--- config.mk ---
export PLATFORM = sky130hd
export DESIGN_NAME = setr_regs
export DESIGN_NICKNAME = d
export VERILOG_FILES = /design/src/hdl/setr_pkg.sv /design/src/hdl/setr_exposure.sv /design/src/hdl/setr_regs.sv /design/src/hdl/setr_sleep_ctrl.sv
export SDC_FILE = /design/constraint.sdc
export NUM_CORES = 1
export LEC_CHECK = 0
export BUFFER_PORTS_ARGS = -buffer_cell sky130_fd_sc_hd__buf_2
export CAP_MARGIN = 20
export CORE_MARGIN = 2
export CORE_UTILIZATION = 57
export DETAILED_ROUTE_END_ITERATION = 6
export HOLD_SLACK_MARGIN = 0.05
export PLACE_DENSITY = 0.77
export SLEW_MARGIN = 15
export SYNTH_ARGS = -nofsm -noshare
export SYNTH_HDL_FRONTEND = slang
export SYNTH_SLANG_ARGS = --single-unit
--- constraint.sdc ---
create_clock -name clock_i -period 16.55 [get_ports clock_i]
set_input_delay 4.1375 -clock clock_i [delete_from_list [all_inputs] [get_ports clock_i]]
set_output_delay 4.1375 -clock clock_i [all_outputs]
set_load 0.02 [all_outputs]
--- src/hdl/setr_pkg.sv ---
package setr_pkg;

  // clock and time base
  localparam int unsigned CLOCK_HZ      = 100_000_000;         // core clock rate
  localparam int unsigned MS_PER_S      = 1000;                // unit conversion
  localparam int unsigned CYCLES_PER_MS = CLOCK_HZ / MS_PER_S; // cycles in one millisecond

  // register offsets on the management port
  localparam logic [7:0] ADDR_SLEEP_ENTRY_DELAY      = 8'h0b; // both sleep entry delays
  localparam logic [7:0] ADDR_DEEP_SLEEP_POLL_PERIOD = 8'h0c; // deep sleep polling period
  localparam logic [7:0] ADDR_AUTO_EXPOSURE_CONTROL  = 8'h20; // automatic exposure enable
  localparam logic [7:0] ADDR_EXPOSURE_TIME_LOW      = 8'h32; // exposure code [7:0]
  localparam logic [7:0] ADDR_EXPOSURE_TIME_HIGH     = 8'h33; // exposure code [9:8]
  localparam logic [7:0] ADDR_TOUCH_SCALING          = 8'h4d; // touch information scaling
  localparam logic [7:0] ADDR_TOUCH_STATE            = 8'h59; // touch flag

  // field positions
  localparam int unsigned LIGHT_DELAY_LSB  = 4; // light sleep delay in [7:4]
  localparam int unsigned DEEP_DELAY_LSB   = 0; // deep sleep delay in [3:0]
  localparam int unsigned POLL_PERIOD_LSB  = 4; // poll period in [7:4]
  localparam int unsigned AE_ON_BIT        = 0; // auto exposure enable bit
  localparam int unsigned TOUCH_SCALE_LSB  = 0; // scaling in [3:0]
  localparam int unsigned TOUCH_FLAG_BIT   = 7; // touch flag bit
  localparam int unsigned EXPO_LOW_W       = 8; // bits of exposure in the low register

  // reset values
  localparam logic [7:0] RST_SLEEP_ENTRY_DELAY      = 8'h37; // 1000 ms and 6000 ms
  localparam logic [7:0] RST_DEEP_SLEEP_POLL_PERIOD = 8'h71; // 96 ms, low nibble 0001
  localparam logic [7:0] RST_AUTO_EXPOSURE_CONTROL  = 8'h0f; // enabled, bits 3:1 set
  localparam logic [7:0] RST_TOUCH_SCALING          = 8'h1a; // full scale code 10
  localparam logic [7:0] RDATA_UNMAPPED             = 8'h00; // answer to unknown offsets

  // sleep timing in milliseconds
  localparam int unsigned MS_W          = 14;             // holds up to 12000 ms
  localparam logic [13:0] LIGHT_STEP_MS = 14'd250;        // light delay step
  localparam logic [13:0] DEEP_STEP_MS  = 14'd750;        // deep delay step
  localparam logic [7:0]  POLL_STEP_MS  = 8'd12;          // deep poll step

  // exposure code is linear in time
  localparam int unsigned EXPO_MIN_US    = 10;            // shortest exposure
  localparam int unsigned EXPO_MAX_US    = 160;           // longest exposure
  localparam int unsigned EXPO_FIXED_US  = 60;            // exposure with auto off
  localparam logic [9:0]  EXPO_MIN_CODE  = 10'd32;        // code at 10 us
  localparam logic [9:0]  EXPO_MAX_CODE  = 10'd512;       // code at 160 us
  localparam logic [9:0]  EXPO_FIXED_CODE =
    10'(EXPO_FIXED_US * 32 / EXPO_MIN_US);                // code at 60 us

  // touch scaling codes
  localparam logic [3:0] TOUCH_SCALE_FULL    = 4'ha;      // no scaling
  localparam logic [3:0] TOUCH_SCALE_HALF    = 4'h9;      // divide by two
  localparam logic [3:0] TOUCH_SCALE_QUARTER = 4'h8;      // divide by four

  // power state of the sensor
  typedef enum logic [2:0] {
    SETR_NORMAL = 3'b001,
    SETR_LIGHT  = 3'b010,
    SETR_DEEP   = 3'b100
  } setr_sleep_state_type;

endpackage : setr_pkg

--- src/hdl/setr_exposure.sv ---
module setr_exposure #(
  parameter logic [7:0] BRIGHT_TARGET = 8'h80  // frame brightness aimed at
) (
  input  wire logic       clock_i,       // core clock
  input  wire logic       rst_b_i,       // async reset, active low
  input  wire logic       ae_on_i,       // automatic exposure enable
  input  wire logic       frame_done_i,  // one-cycle end of frame pulse
  input  wire logic [7:0] bright_i,      // frame brightness, valid with frame_done_i
  output logic [9:0]      expo_o         // current exposure code
);
  import setr_pkg::*;

  logic [9:0] expo, next_expo;  // exposure code register

  // one step per frame keeps the loop slow and stable
  always_comb begin
    next_expo = expo;
    if (!ae_on_i) begin
      next_expo = EXPO_FIXED_CODE;
    end else if (expo < EXPO_MIN_CODE) begin
      next_expo = EXPO_MIN_CODE;
    end else if (expo > EXPO_MAX_CODE) begin
      next_expo = EXPO_MAX_CODE;
    end else if (frame_done_i) begin
      if (bright_i < BRIGHT_TARGET && expo < EXPO_MAX_CODE) begin
        next_expo = expo + 10'h1;
      end else if (bright_i > BRIGHT_TARGET && expo > EXPO_MIN_CODE) begin
        next_expo = expo - 10'h1;
      end
    end
  end

  // register the exposure; reset starts at the fixed value
  always_ff @(posedge clock_i or negedge rst_b_i) begin
    if (!rst_b_i) begin
      expo <= EXPO_FIXED_CODE;
    end else begin
      expo <= next_expo;
    end
  end

  assign expo_o = expo;

endmodule : setr_exposure

--- src/hdl/setr_regs.sv ---
// Functional notes
// - light/deep sleep delays: (n+1)*250, (n+1)*750 ms
// - deep sleep poll period is (n+1)*12 ms
// - auto exposure adjusts 10-160 us, else 60
// - 10-bit exposure readout split over two registers
// - exposure code linear: 32=10 us, 512=160 us
// - touch scaling: 10 full, 9 half, 8 quarter
// - touch flag in bit 7, read only
module setr_regs #(
  parameter int unsigned MS_CYCLES     = setr_pkg::CYCLES_PER_MS, // cycles per millisecond
  parameter logic [7:0]  BRIGHT_TARGET = 8'h80                    // exposure loop target
) (
  input  wire logic                      clock_i,        // core clock, 100 MHz
  input  wire logic                      rst_b_i,        // async reset, active low
  input  wire logic [7:0]                reg_addr_i,     // register offset
  input  wire logic [7:0]                reg_wdata_i,    // write data
  input  wire logic                      reg_wr_i,       // write strobe, one cycle
  input  wire logic                      reg_rd_i,       // read strobe, one cycle
  output logic [7:0]                     reg_rdata_o,    // read data, held until next read
  output logic                           reg_rvalid_o,   // read data valid pulse
  input  wire logic                      touch_pin_i,    // raw touch detect, asynchronous
  input  wire logic [7:0]                touch_level_i,  // touch information from front end
  input  wire logic                      frame_done_i,   // end of frame pulse
  input  wire logic [7:0]                bright_i,       // frame brightness
  output setr_pkg::setr_sleep_state_type sleep_state_o,  // power state
  output logic                           poll_o,         // deep sleep poll pulse
  output logic [9:0]                     exposure_o,     // current exposure code
  output logic                           auto_exposure_on_o, // automatic exposure enabled
  output logic [7:0]                     touch_info_o,   // scaled touch information
  output logic                           touch_flag_o    // synchronised touch state
);
  import setr_pkg::*;

  // software writable registers
  logic [7:0] sleep_entry_delay;          // light and deep delay codes
  logic [7:0] next_sleep_entry_delay;     // next value
  logic [7:0] deep_sleep_poll_period;     // deep poll period code
  logic [7:0] next_deep_sleep_poll_period; // next value
  logic [7:0] auto_exposure_control;      // auto exposure enable
  logic [7:0] next_auto_exposure_control; // next value
  logic [7:0] touch_scaling;              // touch scaling code
  logic [7:0] next_touch_scaling;         // next value

  // read port
  logic [7:0] next_rdata;                 // read data next value
  logic       next_rvalid;                // read valid next value

  // touch path
  logic       touch_meta;                 // first synchroniser stage
  logic       touch_sync;                 // second synchroniser stage
  logic       touch_flag;                 // touch state seen by software
  logic       next_touch_flag;            // next value
  logic [7:0] touch_info;                 // scaled touch information
  logic [7:0] next_touch_info;            // next value

  // helper outputs and decoded register fields
  setr_sleep_state_type sleep_state;      // power state from sleep control
  logic                 poll;             // poll pulse from sleep control
  logic [9:0]           expo;             // exposure code
  logic [3:0]           light_n;          // light delay field
  logic [3:0]           deep_n;           // deep delay field
  logic [3:0]           poll_n;           // poll period field
  logic [3:0]           scale_n;          // touch scaling field
  logic                 ae_on;            // auto exposure bit

  // field extraction from the stored registers
  always_comb begin
    light_n = sleep_entry_delay[LIGHT_DELAY_LSB +: 4];
    deep_n  = sleep_entry_delay[DEEP_DELAY_LSB +: 4];
    poll_n  = deep_sleep_poll_period[POLL_PERIOD_LSB +: 4];
    scale_n = touch_scaling[TOUCH_SCALE_LSB +: 4];
    ae_on   = auto_exposure_control[AE_ON_BIT];
  end

  // register writes; read-only and unknown offsets ignore writes
  always_comb begin
    next_sleep_entry_delay      = sleep_entry_delay;
    next_deep_sleep_poll_period = deep_sleep_poll_period;
    next_auto_exposure_control  = auto_exposure_control;
    next_touch_scaling          = touch_scaling;
    if (reg_wr_i) begin
      if (reg_addr_i == ADDR_SLEEP_ENTRY_DELAY) begin
        next_sleep_entry_delay = reg_wdata_i;
      end else if (reg_addr_i == ADDR_DEEP_SLEEP_POLL_PERIOD) begin
        next_deep_sleep_poll_period = reg_wdata_i;
      end else if (reg_addr_i == ADDR_AUTO_EXPOSURE_CONTROL) begin
        next_auto_exposure_control = reg_wdata_i;
      end else if (reg_addr_i == ADDR_TOUCH_SCALING) begin
        next_touch_scaling = reg_wdata_i;
      end
    end
  end

  // store the writable registers
  always_ff @(posedge clock_i or negedge rst_b_i) begin
    if (!rst_b_i) begin
      sleep_entry_delay      <= RST_SLEEP_ENTRY_DELAY;
      deep_sleep_poll_period <= RST_DEEP_SLEEP_POLL_PERIOD;
      auto_exposure_control  <= RST_AUTO_EXPOSURE_CONTROL;
      touch_scaling          <= RST_TOUCH_SCALING;
    end else begin
      sleep_entry_delay      <= next_sleep_entry_delay;
      deep_sleep_poll_period <= next_deep_sleep_poll_period;
      auto_exposure_control  <= next_auto_exposure_control;
      touch_scaling          <= next_touch_scaling;
    end
  end

  // read decode; the answer lands one cycle after the strobe
  always_comb begin
    next_rvalid = reg_rd_i;
    next_rdata  = reg_rdata_o;  // data holds between reads
    if (reg_rd_i) begin
      if (reg_addr_i == ADDR_SLEEP_ENTRY_DELAY) begin
        next_rdata = sleep_entry_delay;
      end else if (reg_addr_i == ADDR_DEEP_SLEEP_POLL_PERIOD) begin
        next_rdata = deep_sleep_poll_period;
      end else if (reg_addr_i == ADDR_AUTO_EXPOSURE_CONTROL) begin
        next_rdata = auto_exposure_control;
      end else if (reg_addr_i == ADDR_EXPOSURE_TIME_LOW) begin
        next_rdata = expo[EXPO_LOW_W-1:0];
      end else if (reg_addr_i == ADDR_EXPOSURE_TIME_HIGH) begin
        // upper two bits in the lowest positions, rest reserved as zero
        next_rdata = {6'h00, expo[9:EXPO_LOW_W]};
      end else if (reg_addr_i == ADDR_TOUCH_SCALING) begin
        next_rdata = touch_scaling;
      end else if (reg_addr_i == ADDR_TOUCH_STATE) begin
        next_rdata = 8'h00;
        next_rdata[TOUCH_FLAG_BIT] = touch_flag;
      end else begin
        next_rdata = RDATA_UNMAPPED;
      end
    end
  end

  // register the read answer
  always_ff @(posedge clock_i or negedge rst_b_i) begin
    if (!rst_b_i) begin
      reg_rdata_o  <= 8'h00;
      reg_rvalid_o <= 1'b0;
    end else begin
      reg_rdata_o  <= next_rdata;
      reg_rvalid_o <= next_rvalid;
    end
  end

  // touch detect arrives from the analog front end, so resynchronise it
  always_ff @(posedge clock_i or negedge rst_b_i) begin
    if (!rst_b_i) begin
      touch_meta <= 1'b0;
      touch_sync <= 1'b0;
    end else begin
      touch_meta <= touch_pin_i;
      touch_sync <= touch_meta;
    end
  end

  // touch flag and scaled information
  always_comb begin
    next_touch_flag = touch_sync;
    // unlisted codes pass full scale rather than guess a divisor
    if (scale_n == TOUCH_SCALE_HALF) begin
      next_touch_info = {1'b0, touch_level_i[7:1]};
    end else if (scale_n == TOUCH_SCALE_QUARTER) begin
      next_touch_info = {2'b00, touch_level_i[7:2]};
    end else begin
      next_touch_info = touch_level_i;
    end
  end

  // register touch outputs
  always_ff @(posedge clock_i or negedge rst_b_i) begin
    if (!rst_b_i) begin
      touch_flag <= 1'b0;
      touch_info <= 8'h00;
    end else begin
      touch_flag <= next_touch_flag;
      touch_info <= next_touch_info;
    end
  end

  // sleep timing; uses the flag so sleep and software see one touch view
  setr_sleep_ctrl #(
    .MS_CYCLES (MS_CYCLES)
  ) u_sleep (
    .clock_i   (clock_i),
    .rst_b_i   (rst_b_i),
    .touch_i   (touch_flag),
    .light_n_i (light_n),
    .deep_n_i  (deep_n),
    .poll_n_i  (poll_n),
    .state_o   (sleep_state),
    .poll_o    (poll)
  );

  // exposure control loop
  setr_exposure #(
    .BRIGHT_TARGET (BRIGHT_TARGET)
  ) u_expo (
    .clock_i      (clock_i),
    .rst_b_i      (rst_b_i),
    .ae_on_i      (ae_on),
    .frame_done_i (frame_done_i),
    .bright_i     (bright_i),
    .expo_o       (expo)
  );

  // outputs come from flip-flops here or in the helpers
  assign sleep_state_o      = sleep_state;
  assign poll_o             = poll;
  assign exposure_o         = expo;
  assign auto_exposure_on_o = auto_exposure_control[AE_ON_BIT];
  assign touch_info_o       = touch_info;
  assign touch_flag_o       = touch_flag;

endmodule : setr_regs

--- src/hdl/setr_sleep_ctrl.sv ---
module setr_sleep_ctrl #(
  parameter int unsigned MS_CYCLES = setr_pkg::CYCLES_PER_MS  // cycles per millisecond
) (
  input  wire logic                           clock_i,      // core clock
  input  wire logic                           rst_b_i,      // async reset, active low
  input  wire logic                           touch_i,      // synchronised touch level
  input  wire logic [3:0]                     light_n_i,    // light sleep delay code
  input  wire logic [3:0]                     deep_n_i,     // deep sleep delay code
  input  wire logic [3:0]                     poll_n_i,     // deep poll period code
  output setr_pkg::setr_sleep_state_type      state_o,      // current power state
  output logic                                poll_o        // one-cycle deep poll pulse
);
  import setr_pkg::*;

  setr_sleep_state_type state, next_state;   // power state
  logic [31:0]          tick, next_tick;     // millisecond prescaler
  logic [MS_W-1:0]      idle_ms, next_idle;  // no-touch time in ms
  logic [7:0]           poll_ms, next_poll;  // ms since last poll
  logic                 next_poll_o;         // poll pulse next value
  logic                 ms_pulse;            // one millisecond elapsed
  logic [MS_W-1:0]      light_limit;         // (n+1)*250
  logic [MS_W-1:0]      deep_limit;          // (n+1)*750
  logic [7:0]           poll_limit;          // (n+1)*12

  // delays are computed, not tabled, so any code 0..15 works
  always_comb begin
    light_limit = MS_W'((MS_W'(light_n_i) + 14'd1) * LIGHT_STEP_MS);
    deep_limit  = MS_W'((MS_W'(deep_n_i) + 14'd1) * DEEP_STEP_MS);
    poll_limit  = 8'((8'(poll_n_i) + 8'd1) * POLL_STEP_MS);
    ms_pulse    = (tick == 32'(MS_CYCLES - 1));
    next_tick   = ms_pulse ? 32'h0 : tick + 32'h1;
    next_idle   = idle_ms;
    next_poll   = poll_ms;
    next_poll_o = 1'b0;
    next_state  = state;
    if (touch_i) begin
      // any touch restarts the whole no-touch timing
      next_state = SETR_NORMAL;
      next_tick  = 32'h0;
      next_idle  = '0;
      next_poll  = 8'h0;
    end else begin
      // saturate so a long idle does not wrap back to normal
      if (ms_pulse && idle_ms != {MS_W{1'b1}}) begin
        next_idle = idle_ms + 14'd1;
      end
      case (state)
        SETR_NORMAL: begin
          if (idle_ms >= deep_limit) begin
            next_state = SETR_DEEP;
          end else if (idle_ms >= light_limit) begin
            next_state = SETR_LIGHT;
          end
        end
        SETR_LIGHT: begin
          if (idle_ms >= deep_limit) begin
            next_state = SETR_DEEP;
          end
        end
        SETR_DEEP: begin
          // poll once per period while deeply asleep
          if (ms_pulse) begin
            if (poll_ms >= poll_limit - 8'h1) begin
              next_poll   = 8'h0;
              next_poll_o = 1'b1;
            end else begin
              next_poll = poll_ms + 8'h1;
            end
          end
        end
        default: begin
          next_state = SETR_NORMAL;
        end
      endcase
    end
  end

  // register the timing state
  always_ff @(posedge clock_i or negedge rst_b_i) begin
    if (!rst_b_i) begin
      state   <= SETR_NORMAL;
      tick    <= 32'h0;
      idle_ms <= '0;
      poll_ms <= 8'h0;
      poll_o  <= 1'b0;
    end else begin
      state   <= next_state;
      tick    <= next_tick;
      idle_ms <= next_idle;
      poll_ms <= next_poll;
      poll_o  <= next_poll_o;
    end
  end

  assign state_o = state;

endmodule : setr_sleep_ctrl

[Word level (Yosys, flattened, before mapping)]
Cells that the tools add are included.
Word-level totals
  bits in registers: 120
  output and inout port bits: 33
  logic and storage cells: 104
Operators by class
  add/subtract/negate cells: 9
  multipliers: 3
  $lt $le $gt $ge: 9
  equality and inequality tests: 19
  multiplexer cells: 32
  bitwise gates (word level): 3
  reduce and logical (&&, ||, !) cells: 13
Operators by type and width (number)
  8-bit 2-to-1 mux: 13
  32-bit 2-to-1 mux: 2
  10-bit 2-to-1 mux: 6
  32-bit by 1-bit adder with 32-bit output, second input constant: 1
  32-bit by 17-bit == test with 1-bit output, second input constant: 1
  14-bit greater-or-equal comparator: 2
  14-bit 2-to-1 mux: 2
  8-bit by 6-bit == test with 1-bit output, second input constant: 3
  8-bit by 4-bit == test with 1-bit output, second input constant: 2
  8-bit by 7-bit == test with 1-bit output, second input constant: 2
  4-bit by 1-bit adder with 5-bit output, second input constant: 3
  14-bit by 1-bit adder with 14-bit output, second input constant: 1
  14-bit by 7-bit multiplier with 13-bit output, second input constant: 1
  14-bit by 9-bit multiplier with 13-bit output, second input constant: 1
  14-bit inequality test, second input constant: 1
  3-bit 2-to-1 mux: 4
  10-bit by 1-bit adder with 10-bit output, second input constant: 1
  10-bit > comparator, second input constant: 1
  10-bit by 6-bit > comparator with 1-bit output, second input constant: 1
  10-bit < comparator, second input constant: 1
  10-bit by 6-bit < comparator with 1-bit output, second input constant: 1
  10-bit by 1-bit subtractor with 10-bit output, second input constant: 1
  3-bit case mux with 3 select lines: 1
  8-bit by 1-bit adder with 8-bit output, second input constant: 1
  21 further kinds: 35

[Logic depth before layout (Yosys ltp)]
Gate-level depths: netlist of the first run.
  word-level depth: 8
  depth in mapped cells: 24
  depth with buffers taken out: 24

[Cells and area by module]
A second synthesis of the first run with hierarchy kept.
Unflattened totals
  cell total of the unflattened synthesis: 939
  area total of the unflattened synthesis: 9122.5 um^2
By module, submodules not included
  setr_sleep_ctrl: times used 1, cells each 614, area each 5509.0 um^2, sequential area each 1452.6 um^2
  setr_regs: times used 1, cells each 223, area each 2670.1 um^2, sequential area each 1321.3 um^2
  setr_exposure: times used 1, cells each 102, area each 943.4 um^2, sequential area each 252.7 um^2

[Worst setup path after synthesis of the first run]
OpenSTA, ideal clock, no wires.
  kind: input port to flip-flop
  start point: in bright_i[7]
  end point: reg u_expo.expo[5] (netlist: u_expo.expo_o[5])
  arrival time: 5.934 ns
  data required time: 16.425 ns
  slack: 10.491 ns
  stages on the path: 9
  buffers on the path: 0
  cell sequence: or2_2 ha_1 a21o_1 a21oi_1 o21ai_0 xnor2_1 a21oi_1 o21a_1 mux2_2
Between the ends
  longest elaborated chain between the ends: 7
  elaborated cells between the ends (all ways): 11
Ends and longest elaborated chain
  from (decl): RTL line setr_regs.sv:24  | input wire logic [7:0] bright_i,
  8-bit < comparator: RTL line setr_exposure.sv:25  | if (bright_i < BRIGHT_TARGET && expo < EXPO_MAX_CODE) begin
  1-bit logical AND: RTL line setr_exposure.sv:25
  10-bit 2-to-1 mux: RTL line setr_exposure.sv:25
  10-bit 2-to-1 mux: RTL line setr_exposure.sv:24  | end else if (frame_done_i) begin
  10-bit 2-to-1 mux: RTL line setr_exposure.sv:22  | end else if (expo > EXPO_MAX_CODE) begin
  10-bit 2-to-1 mux: RTL line setr_exposure.sv:20  | end else if (expo < EXPO_MIN_CODE) begin
  10-bit 2-to-1 mux: RTL line setr_exposure.sv:18  | if (!ae_on_i) begin
  to (signal assigned): RTL line setr_exposure.sv:38  | expo <= next_expo;
  to (decl): RTL line setr_exposure.sv:13  | logic [9:0] expo, next_expo;
Parallel ways exist; a longest one is shown, timed or not. The select of a mux whose other input is x is not followed.
A chain may end at the register's enable or synchronous reset.

[Worst setup path after layout of the first run]
  start point: in reg_addr_i[2]
  end point: reg auto_exposure_control[4]
Between the ends
  longest elaborated chain between the ends: 3
  elaborated cells between the ends (all ways): 6
Ends and longest elaborated chain
  from (decl): RTL line setr_regs.sv:15  | input wire logic [7:0] reg_addr_i,
  8-bit by 4-bit == test with 1-bit output, on equally long branches: RTL line setr_regs.sv:84, setr_regs.sv:82
  1-bit NOT (no line)
  4-bit AND reduction (no line) *
  to (signal assigned): RTL line setr_regs.sv:104  | auto_exposure_control <= next_auto_exposure_control;
  to (decl): RTL line setr_regs.sv:39  | logic [7:0] auto_exposure_control;
Mark *: on every way between the ends. The rest lies on a longest branch, timed or not.

==> metrics.cfg, run 1 <==
[run_status]
status=completed

[clock_tree]
cts.repair.resized=0
ctsHoldBuffers=0
post_cts_buffers=0
cts_tree=built
clkTransAtPathRegs_ns=0.06
clockBufferDepth=2
cts_buffers=17
clock-root-buffer=clkbuf_16
cts-htree-levels=4
worstSkewPairLatency_ns=0.41
clkSinkCount=120

[timing]
hold_viol_final=0
setup_viol=0
timing.fmax_mhz=168
relSlewSlack=0.428
worst_pin_slew_ns=0.857
rsz0062_at_grt=false
fin_tns_setup_ns=0
finalMaxSlewViolations=0
layout_min_cycle_time_ns=5.94
finalCritPeriodShare=0.359
clock_skew_ns=0.00914

[placed_design]
dp_hpwl_um=14000
gp_congestion=0.937
placedCellCount=1117
io_buffers=70
place_area_um2=9100

[detailed_routing]
vias=6814
avgViaCountPerCell=5.93
drt_first_pass_iters=4
drtIter0Drc=410
ant_nets=0
post_drt_wl_per_cell_um=16.7
wl_um=19200
drc_errors=0

[logic_synthesis]
syn-instance-count=878
ys_types=55
synthSimpleGateAreaFrac=0.174
synth_area_um2=8550
synth_top_flop_cell=dfrtp_1
synth_compound_area_frac=0.107
ys_async_sr_fraction=1.00
synth_top_family_by_area=adder cells
synth_warnings=0
synthAdderAreaFrac=0.190
synth_nets=1033
ys_seq_area_frac=0.354
synthXorXnorAreaFrac=0.0788
synth-edff-count=0
ys_seq_elements=120
synthMuxAreaShare=0.0575
avgSynthCellArea_um2=9.74

[worst_hold_path]
hold_path.class=reg2reg
worstHoldStart=next_touch_flag$_DFF_PN0_
holdPathEnd=touch_flag_o$_DFF_PN0_
whs_path_depth=0

[cells_and_area]
nNetsFinal=1107
drive_above_1_share=0.174
antennaDiodeCount=0
layoutNonFillerInstCount=1149
stdcell_area_um2=9720
nFillCells=1164
fin_util=0.666
area_delta_synth_final_pct=13.6

[grt]
grt_max_degree=65
gr-total-overflow=0
grt_pass1_wl_um=33100
track_usage=0.255
grt_pass1_vias=6834
antenna_found_initial=0

[die]
rows=44
fp.dieW_um=127
die_area_um2=16000
start_util=0.586
coreArea_um2=14600
pin_count=71
fp.dieH_um=127

[worst_setup_path]
cp.arrival_ns=6.23
r2r-start=sleep_entry_delay[0]$_DFFE_PN1P_
reg2reg_to=u_sleep.state_o[0]$_DFFE_PN1P_
cp-start-kind=input pin
r2r_setup_slack_ns=10.80
crit_required_ns=16.85
cp_max_fo=8
crit_path_start=reg_addr_i[2]
critPathKind=in2reg
end_kind=register
ff2ff_path_depth=23

[power]
vdd_ir_drop_max_mv=0.0891
powerDensity_nw_per_um2=85.0
power_uw=826
leakagePower_uw=0.00465

[job]
maxCapViolCount=0

## layer usage
metal  global-route usage  vias to the layer above  share of wire
met3               0.0531                       32          0.052
met2                0.424                      196           0.48
met1                0.340                     3323           0.45
li1                     -                     3263              -
met4               0.0698                        0          0.017
met5                    0                        -              0
## cell usage after synthesis, types with 7 or more instances
library cell,number,share of area
inv_1,66,0.029
and4_1,7,0.0072
mux2i_1,12,0.014
nor3_1,20,0.012
clkbuf_1,15,0.0066
a21o_1,10,0.0088
dfrtp_1,101,0.30
nor2_1,87,0.038
a21oi_1,45,0.026
and3_1,8,0.0059
xor2_1,39,0.040
o21ai_0,33,0.019
nor4_1,12,0.0088
nor2b_1,15,0.011
a22oi_1,8,0.0070
dfstp_2,19,0.058
nand2b_1,7,0.0051
ha_1,96,0.14
fa_1,21,0.049
mux2_2,33,0.043
nand4_1,12,0.0088
or3_1,11,0.0080
xnor2_1,38,0.039
nand2_1,45,0.020
nand3_1,30,0.018
a31oi_1,12,0.0088
## sequential cells by signal, summed over array words and instances (netlist names)
name / cells
u_sleep.tick: 32
u_sleep.idle_ms: 14
u_expo.expo_o: 10
auto_exposure_control: 8
deep_sleep_poll_period: 8
reg_rdata_o: 8
sleep_entry_delay: 8
touch_info_o: 8
touch_scaling: 8
u_sleep.poll_ms: 8
u_sleep.state_o: 3
next_touch_flag: 1
reg_rvalid_o: 1
touch_flag_o: 1
touch_meta: 1
u_sleep.poll_o: 1
## report_power, final
part	total, µW	switching [µW]	internal, µW	leakage, µW
sequential	311	8.21	303	0.00156
clock	383	134	249	0.000293
combinational	131	75.8	55.5	0.00279
## layout make-up
| cell class | count | area, µm² | share of cell area |
|---|---|---|---|
| flip-flops and latches | 120 | 3030 | 0.311 |
| clock inverters | 10 | 144 | 0.0148 |
| clock buffers | 22 | 474 | 0.0488 |
| well taps | 184 | 230 | 0.0237 |
| repair buffers | 77 | 405 | 0.0417 |
| multi-input cells | 670 | 5190 | 0.534 |
| inverters | 66 | 248 | 0.0255 |
## through the flow
| stage | worst slack (ns) | hold slack (ns) |
|---|---|---|
| 3_3_place_gp | 10.26 | 0.333 |
| 6_report | 10.61 | 0.348 |
| 2_1_floorplan | 10.49 | 0.331 |
| 3_5_place_dp | 10.19 | 0.337 |
| 4_1_cts | 10.63 | 0.350 |
| 5_1_grt | 10.39 | 0.358 |
## critical path: stages
cell     delay, ns
buf_2         0.13
nor3b_1       0.32
nor3b_1       0.75
and3b_1       0.50
mux2_2        0.38
## worst max-delay path by stage
stage | slack, ns | cells past startpoint | to
floorplan | 10.49 | 9 | u_expo.expo_o[5]$_DFFE_PN0P_
detailed placement | 10.19 | 10 | u_expo.expo_o[9]$_DFFE_PN0P_
global placement | 10.26 | 10 | u_expo.expo_o[5]$_DFFE_PN0P_
global route | 10.39 | 23 | u_sleep.state_o[0]$_DFFE_PN1P_
CTS | 10.63 | 10 | u_expo.expo_o[9]$_DFFE_PN0P_
finish | 10.61 | 5 | auto_exposure_control[4]$_DFFE_PN0P_
## cells by family after synthesis
group | Yosys count
compound gates | 144
xor+xnor | 77
fa+ha+maj | 117
buf+inv | 88
flops | 120
mux | 45
simple gates | 287
## cell usage in the layout, fill, tap and decap left out, types with 7 or more instances in the layout
| cell type | instances |
|---|---|
| nand2_1 | 45 |
| inv_1 | 66 |
| nor2_1 | 87 |
| nor3_1 | 20 |
| nand2b_1 | 7 |
| nand4_1 | 12 |
| and3_1 | 8 |
| a21o_1 | 10 |
| ha_1 | 96 |
| dfstp_2 | 19 |
| clkbuf_16 | 17 |
| or3_1 | 11 |
| nand3_1 | 30 |
| xnor2_1 | 38 |
| o21ai_0 | 33 |
| nor2b_1 | 15 |
| buf_2 | 69 |
| fa_1 | 21 |
| xor2_1 | 39 |
| and4_1 | 7 |
| mux2_2 | 33 |
| nor4_1 | 12 |
| a22oi_1 | 8 |
| dfrtp_1 | 101 |
| buf_4 | 8 |
| a31oi_1 | 12 |
| a21oi_1 | 45 |
| mux2i_1 | 12 |
No activity file was read; power rests on OpenSTA's default activity.
==> inputs of run 2 (changes only) <==
==> constraint.sdc (replaced) <==
create_clock -name clock_i -period 6 [get_ports clock_i]
set_input_delay 1.5 -clock clock_i [delete_from_list [all_inputs] [get_ports clock_i]]
set_output_delay 1.5 -clock clock_i [all_outputs]
set_load 0.02 [all_outputs]
==> run 2 against run 1 <==
Effect of this change:
- non-clock buffer count did not move
- routed wire length fell by 1.4%
- global-route usage fell by 0.18 points
- largest cell class unchanged
==> metrics.cfg, run 2 (same netlist as run 1, synthesis figures left out) <==
[worst_setup_path]
max_stage_delay_ns=0.64  ; was 0.75 ns
cp.arrival_ns=5.86  ; was 6.23 ns
cp-start-kind=register  ; was input pin
cp_max_fo=9  ; was 8
end_kind=register  ; unchanged
critPathKind=reg2reg  ; was in2reg
crit_required_ns=6.34  ; was 16.85 ns
crit_slowest_cell=dfstp_2  ; was nor3b_1
crit_chain=ha_1, xnor2_1, inv_1, fa_1, inv_1, fa_1, inv_1, fa_1, ha_1, nor2b_1, o21a_1, or4_1, o311a_1, xnor2_1, ha_1, nor2b_1, o211ai_1, a21boi_0, a31oi_1, nor3b_1  ; was buf_2, nor3b_1, nor3b_1, and3b_1, mux2_2

[die]
pin_count=71  ; unchanged
start_util=0.586  ; unchanged
coreArea_um2=14600  ; unchanged
fp.dieW_um=127  ; unchanged
rows=44  ; unchanged
die_area_um2=16000  ; unchanged
fp.dieH_um=127  ; unchanged

[timing]
finalMaxSlewViolations=0  ; unchanged
timing.fmax_mhz=181
relSlewSlack=0.343  ; was 0.428
clock_skew_ns=0.00728  ; was 0.00914 ns
finalCritPeriodShare=0.920
worst_pin_slew_ns=0.976  ; was 0.857 ns
hold_viol_final=0  ; unchanged
setup_viol=0  ; unchanged
fin_tns_setup_ns=0  ; unchanged
layout_min_cycle_time_ns=5.52
rsz0062_at_grt=false  ; unchanged

[cells_and_area]
nFillCells=1149  ; was 1164
largest-register=u_sleep.tick  ; unchanged
stdcell_area_um2=9700  ; was 9720 µm²
nNetsFinal=1107  ; unchanged
area_delta_synth_final_pct=13.4  ; was 13.6%
layout_common_cells=dfrtp_1 (101), ha_1 (96), nor2_1 (87), buf_2 (69), inv_1 (66)  ; unchanged
antennaDiodeCount=0  ; unchanged
seqCellArea_um2=3030  ; unchanged
multi_input_area_um2=5200  ; was 5190 µm²
final_common_cell=dfrtp_1  ; unchanged
largest_reg_flops=32  ; unchanged
drive_above_1_share=0.175  ; was 0.174

[detailed_routing]
drt_first_pass_iters=7  ; was 4
ant_nets=0  ; unchanged
avgViaCountPerCell=5.88  ; was 5.93
drc_errors=0  ; unchanged
vias=6759  ; was 6814
drtIter0Drc=356  ; was 410
wl_um=18900  ; was 19200 µm
post_drt_wl_per_cell_um=16.5  ; was 16.7 µm

[run_status]
status=completed  ; unchanged

[clock_tree]
clock-root-buffer=clkbuf_16  ; unchanged
clockBufferDepth=2  ; unchanged
clkSinkCount=120  ; unchanged
clkTransAtPathRegs_ns=0.05  ; was 0.06 ns
cts_tree=built  ; unchanged
cts_buffers=17  ; unchanged
ctsHoldBuffers=0  ; unchanged
worstSkewPairLatency_ns=0.42  ; was 0.41 ns
cts-htree-levels=4  ; unchanged

[power]
leakagePower_uw=0.00464  ; was 0.00465 µW
powerDensity_nw_per_um2=230  ; was 85.0 nW/µm²
vdd_ir_drop_max_mv=0.234  ; was 0.0891 mV

[placed_design]
io_buffers=70  ; unchanged
dp_hpwl_um=13700  ; was 14000 µm
gp_congestion=0.831  ; was 0.937
place_area_um2=9090  ; was 9100 µm²

[grt]
grt_pass1_wl_um=32800  ; was 33100 µm
track_usage=0.253  ; was 0.255
antenna_found_initial=0  ; unchanged
gr-total-overflow=0  ; unchanged
grt_max_degree=81  ; was 65
grt_pass1_vias=6818  ; was 6834

[worst_hold_path]
hold_path.class=reg2reg  ; unchanged

[job]
maxCapViolCount=0  ; unchanged

## run 2: repair_timing
action	4_1_cts	5_1_grt
setup endpoints to repair	0	1
buffers inserted	0	0
resized for setup	0	1
## run 2: critical path, delay by kind of cell (launching register included)
kind / cells / cell delay [ns]
fa+ha+maj: 6 / 2.44
simple gates: 4 / 0.88
flops: 1 / 0.64
xor+xnor: 2 / 0.37
compound gates: 5 / 0.75
buf+inv: 3 / 0.33
## run 2: final timing paths
check                                                  from                                to  slack (ns)  depth (start not counted)
max reg2reg                sleep_entry_delay[4]$_DFFE_PN1P_    u_sleep.state_o[0]$_DFFE_PN1P_        0.48                         20
max                        sleep_entry_delay[4]$_DFFE_PN1P_    u_sleep.state_o[0]$_DFFE_PN1P_        0.48                         20
min reg2reg                       next_touch_flag$_DFF_PN0_            touch_flag_o$_DFF_PN0_        0.35                          0
min in group asynchronous                           rst_b_i        u_sleep.tick[20]$_DFF_PN0_        1.04                          1
min                               next_touch_flag$_DFF_PN0_            touch_flag_o$_DFF_PN0_        0.35                          0
max in group asynchronous                           rst_b_i  sleep_entry_delay[0]$_DFFE_PN1P_        3.77                          3
## run 2: final cells by class
| class | instances | area share |
|---|---|---|
| multi-input combinational | 670 | 0.536 |
| sequential | 120 | 0.312 |
| clock buffer | 21 | 0.0475 |
| timing repair buffer | 77 | 0.0431 |
| inverter | 66 | 0.0255 |
| tap | 184 | 0.0237 |
| clock inverter | 11 | 0.0126 |
## run 2: where the power goes
group	switching, µW	internal, µW	leakage, µW	total [µW]
Sequential	22.0	836	0.00156	858
Combinational	208	154	0.00280	362
Clock	377	631	0.000275	1010
## run 2: metrics by stage
step	std cells	setup WS (ns)	util	hold WS [ns]	power, µW
after floorplan	878	0.799	-	0.331	1120
after global routing	1149	0.0225	0.665	0.351	2330
final	1149	0.482	0.665	0.351	2230
after detailed placement	1116	0.497	0.623	0.345	1230
after global placement	1116	0.606	0.623	0.332	1220
after CTS	1148	0.466	0.663	0.349	2240
## run 2: per-layer routing
layer  vias to the layer above  share of wire  GRT usage  wire length [µm]
met3                        30          0.050     0.0540               953
met1                      3271           0.45      0.342              8580
met2                       190           0.48      0.406              9080
li1                       3268              -          -                 -
met5                         -              0          0                 0
met4                         0          0.018     0.0899               332
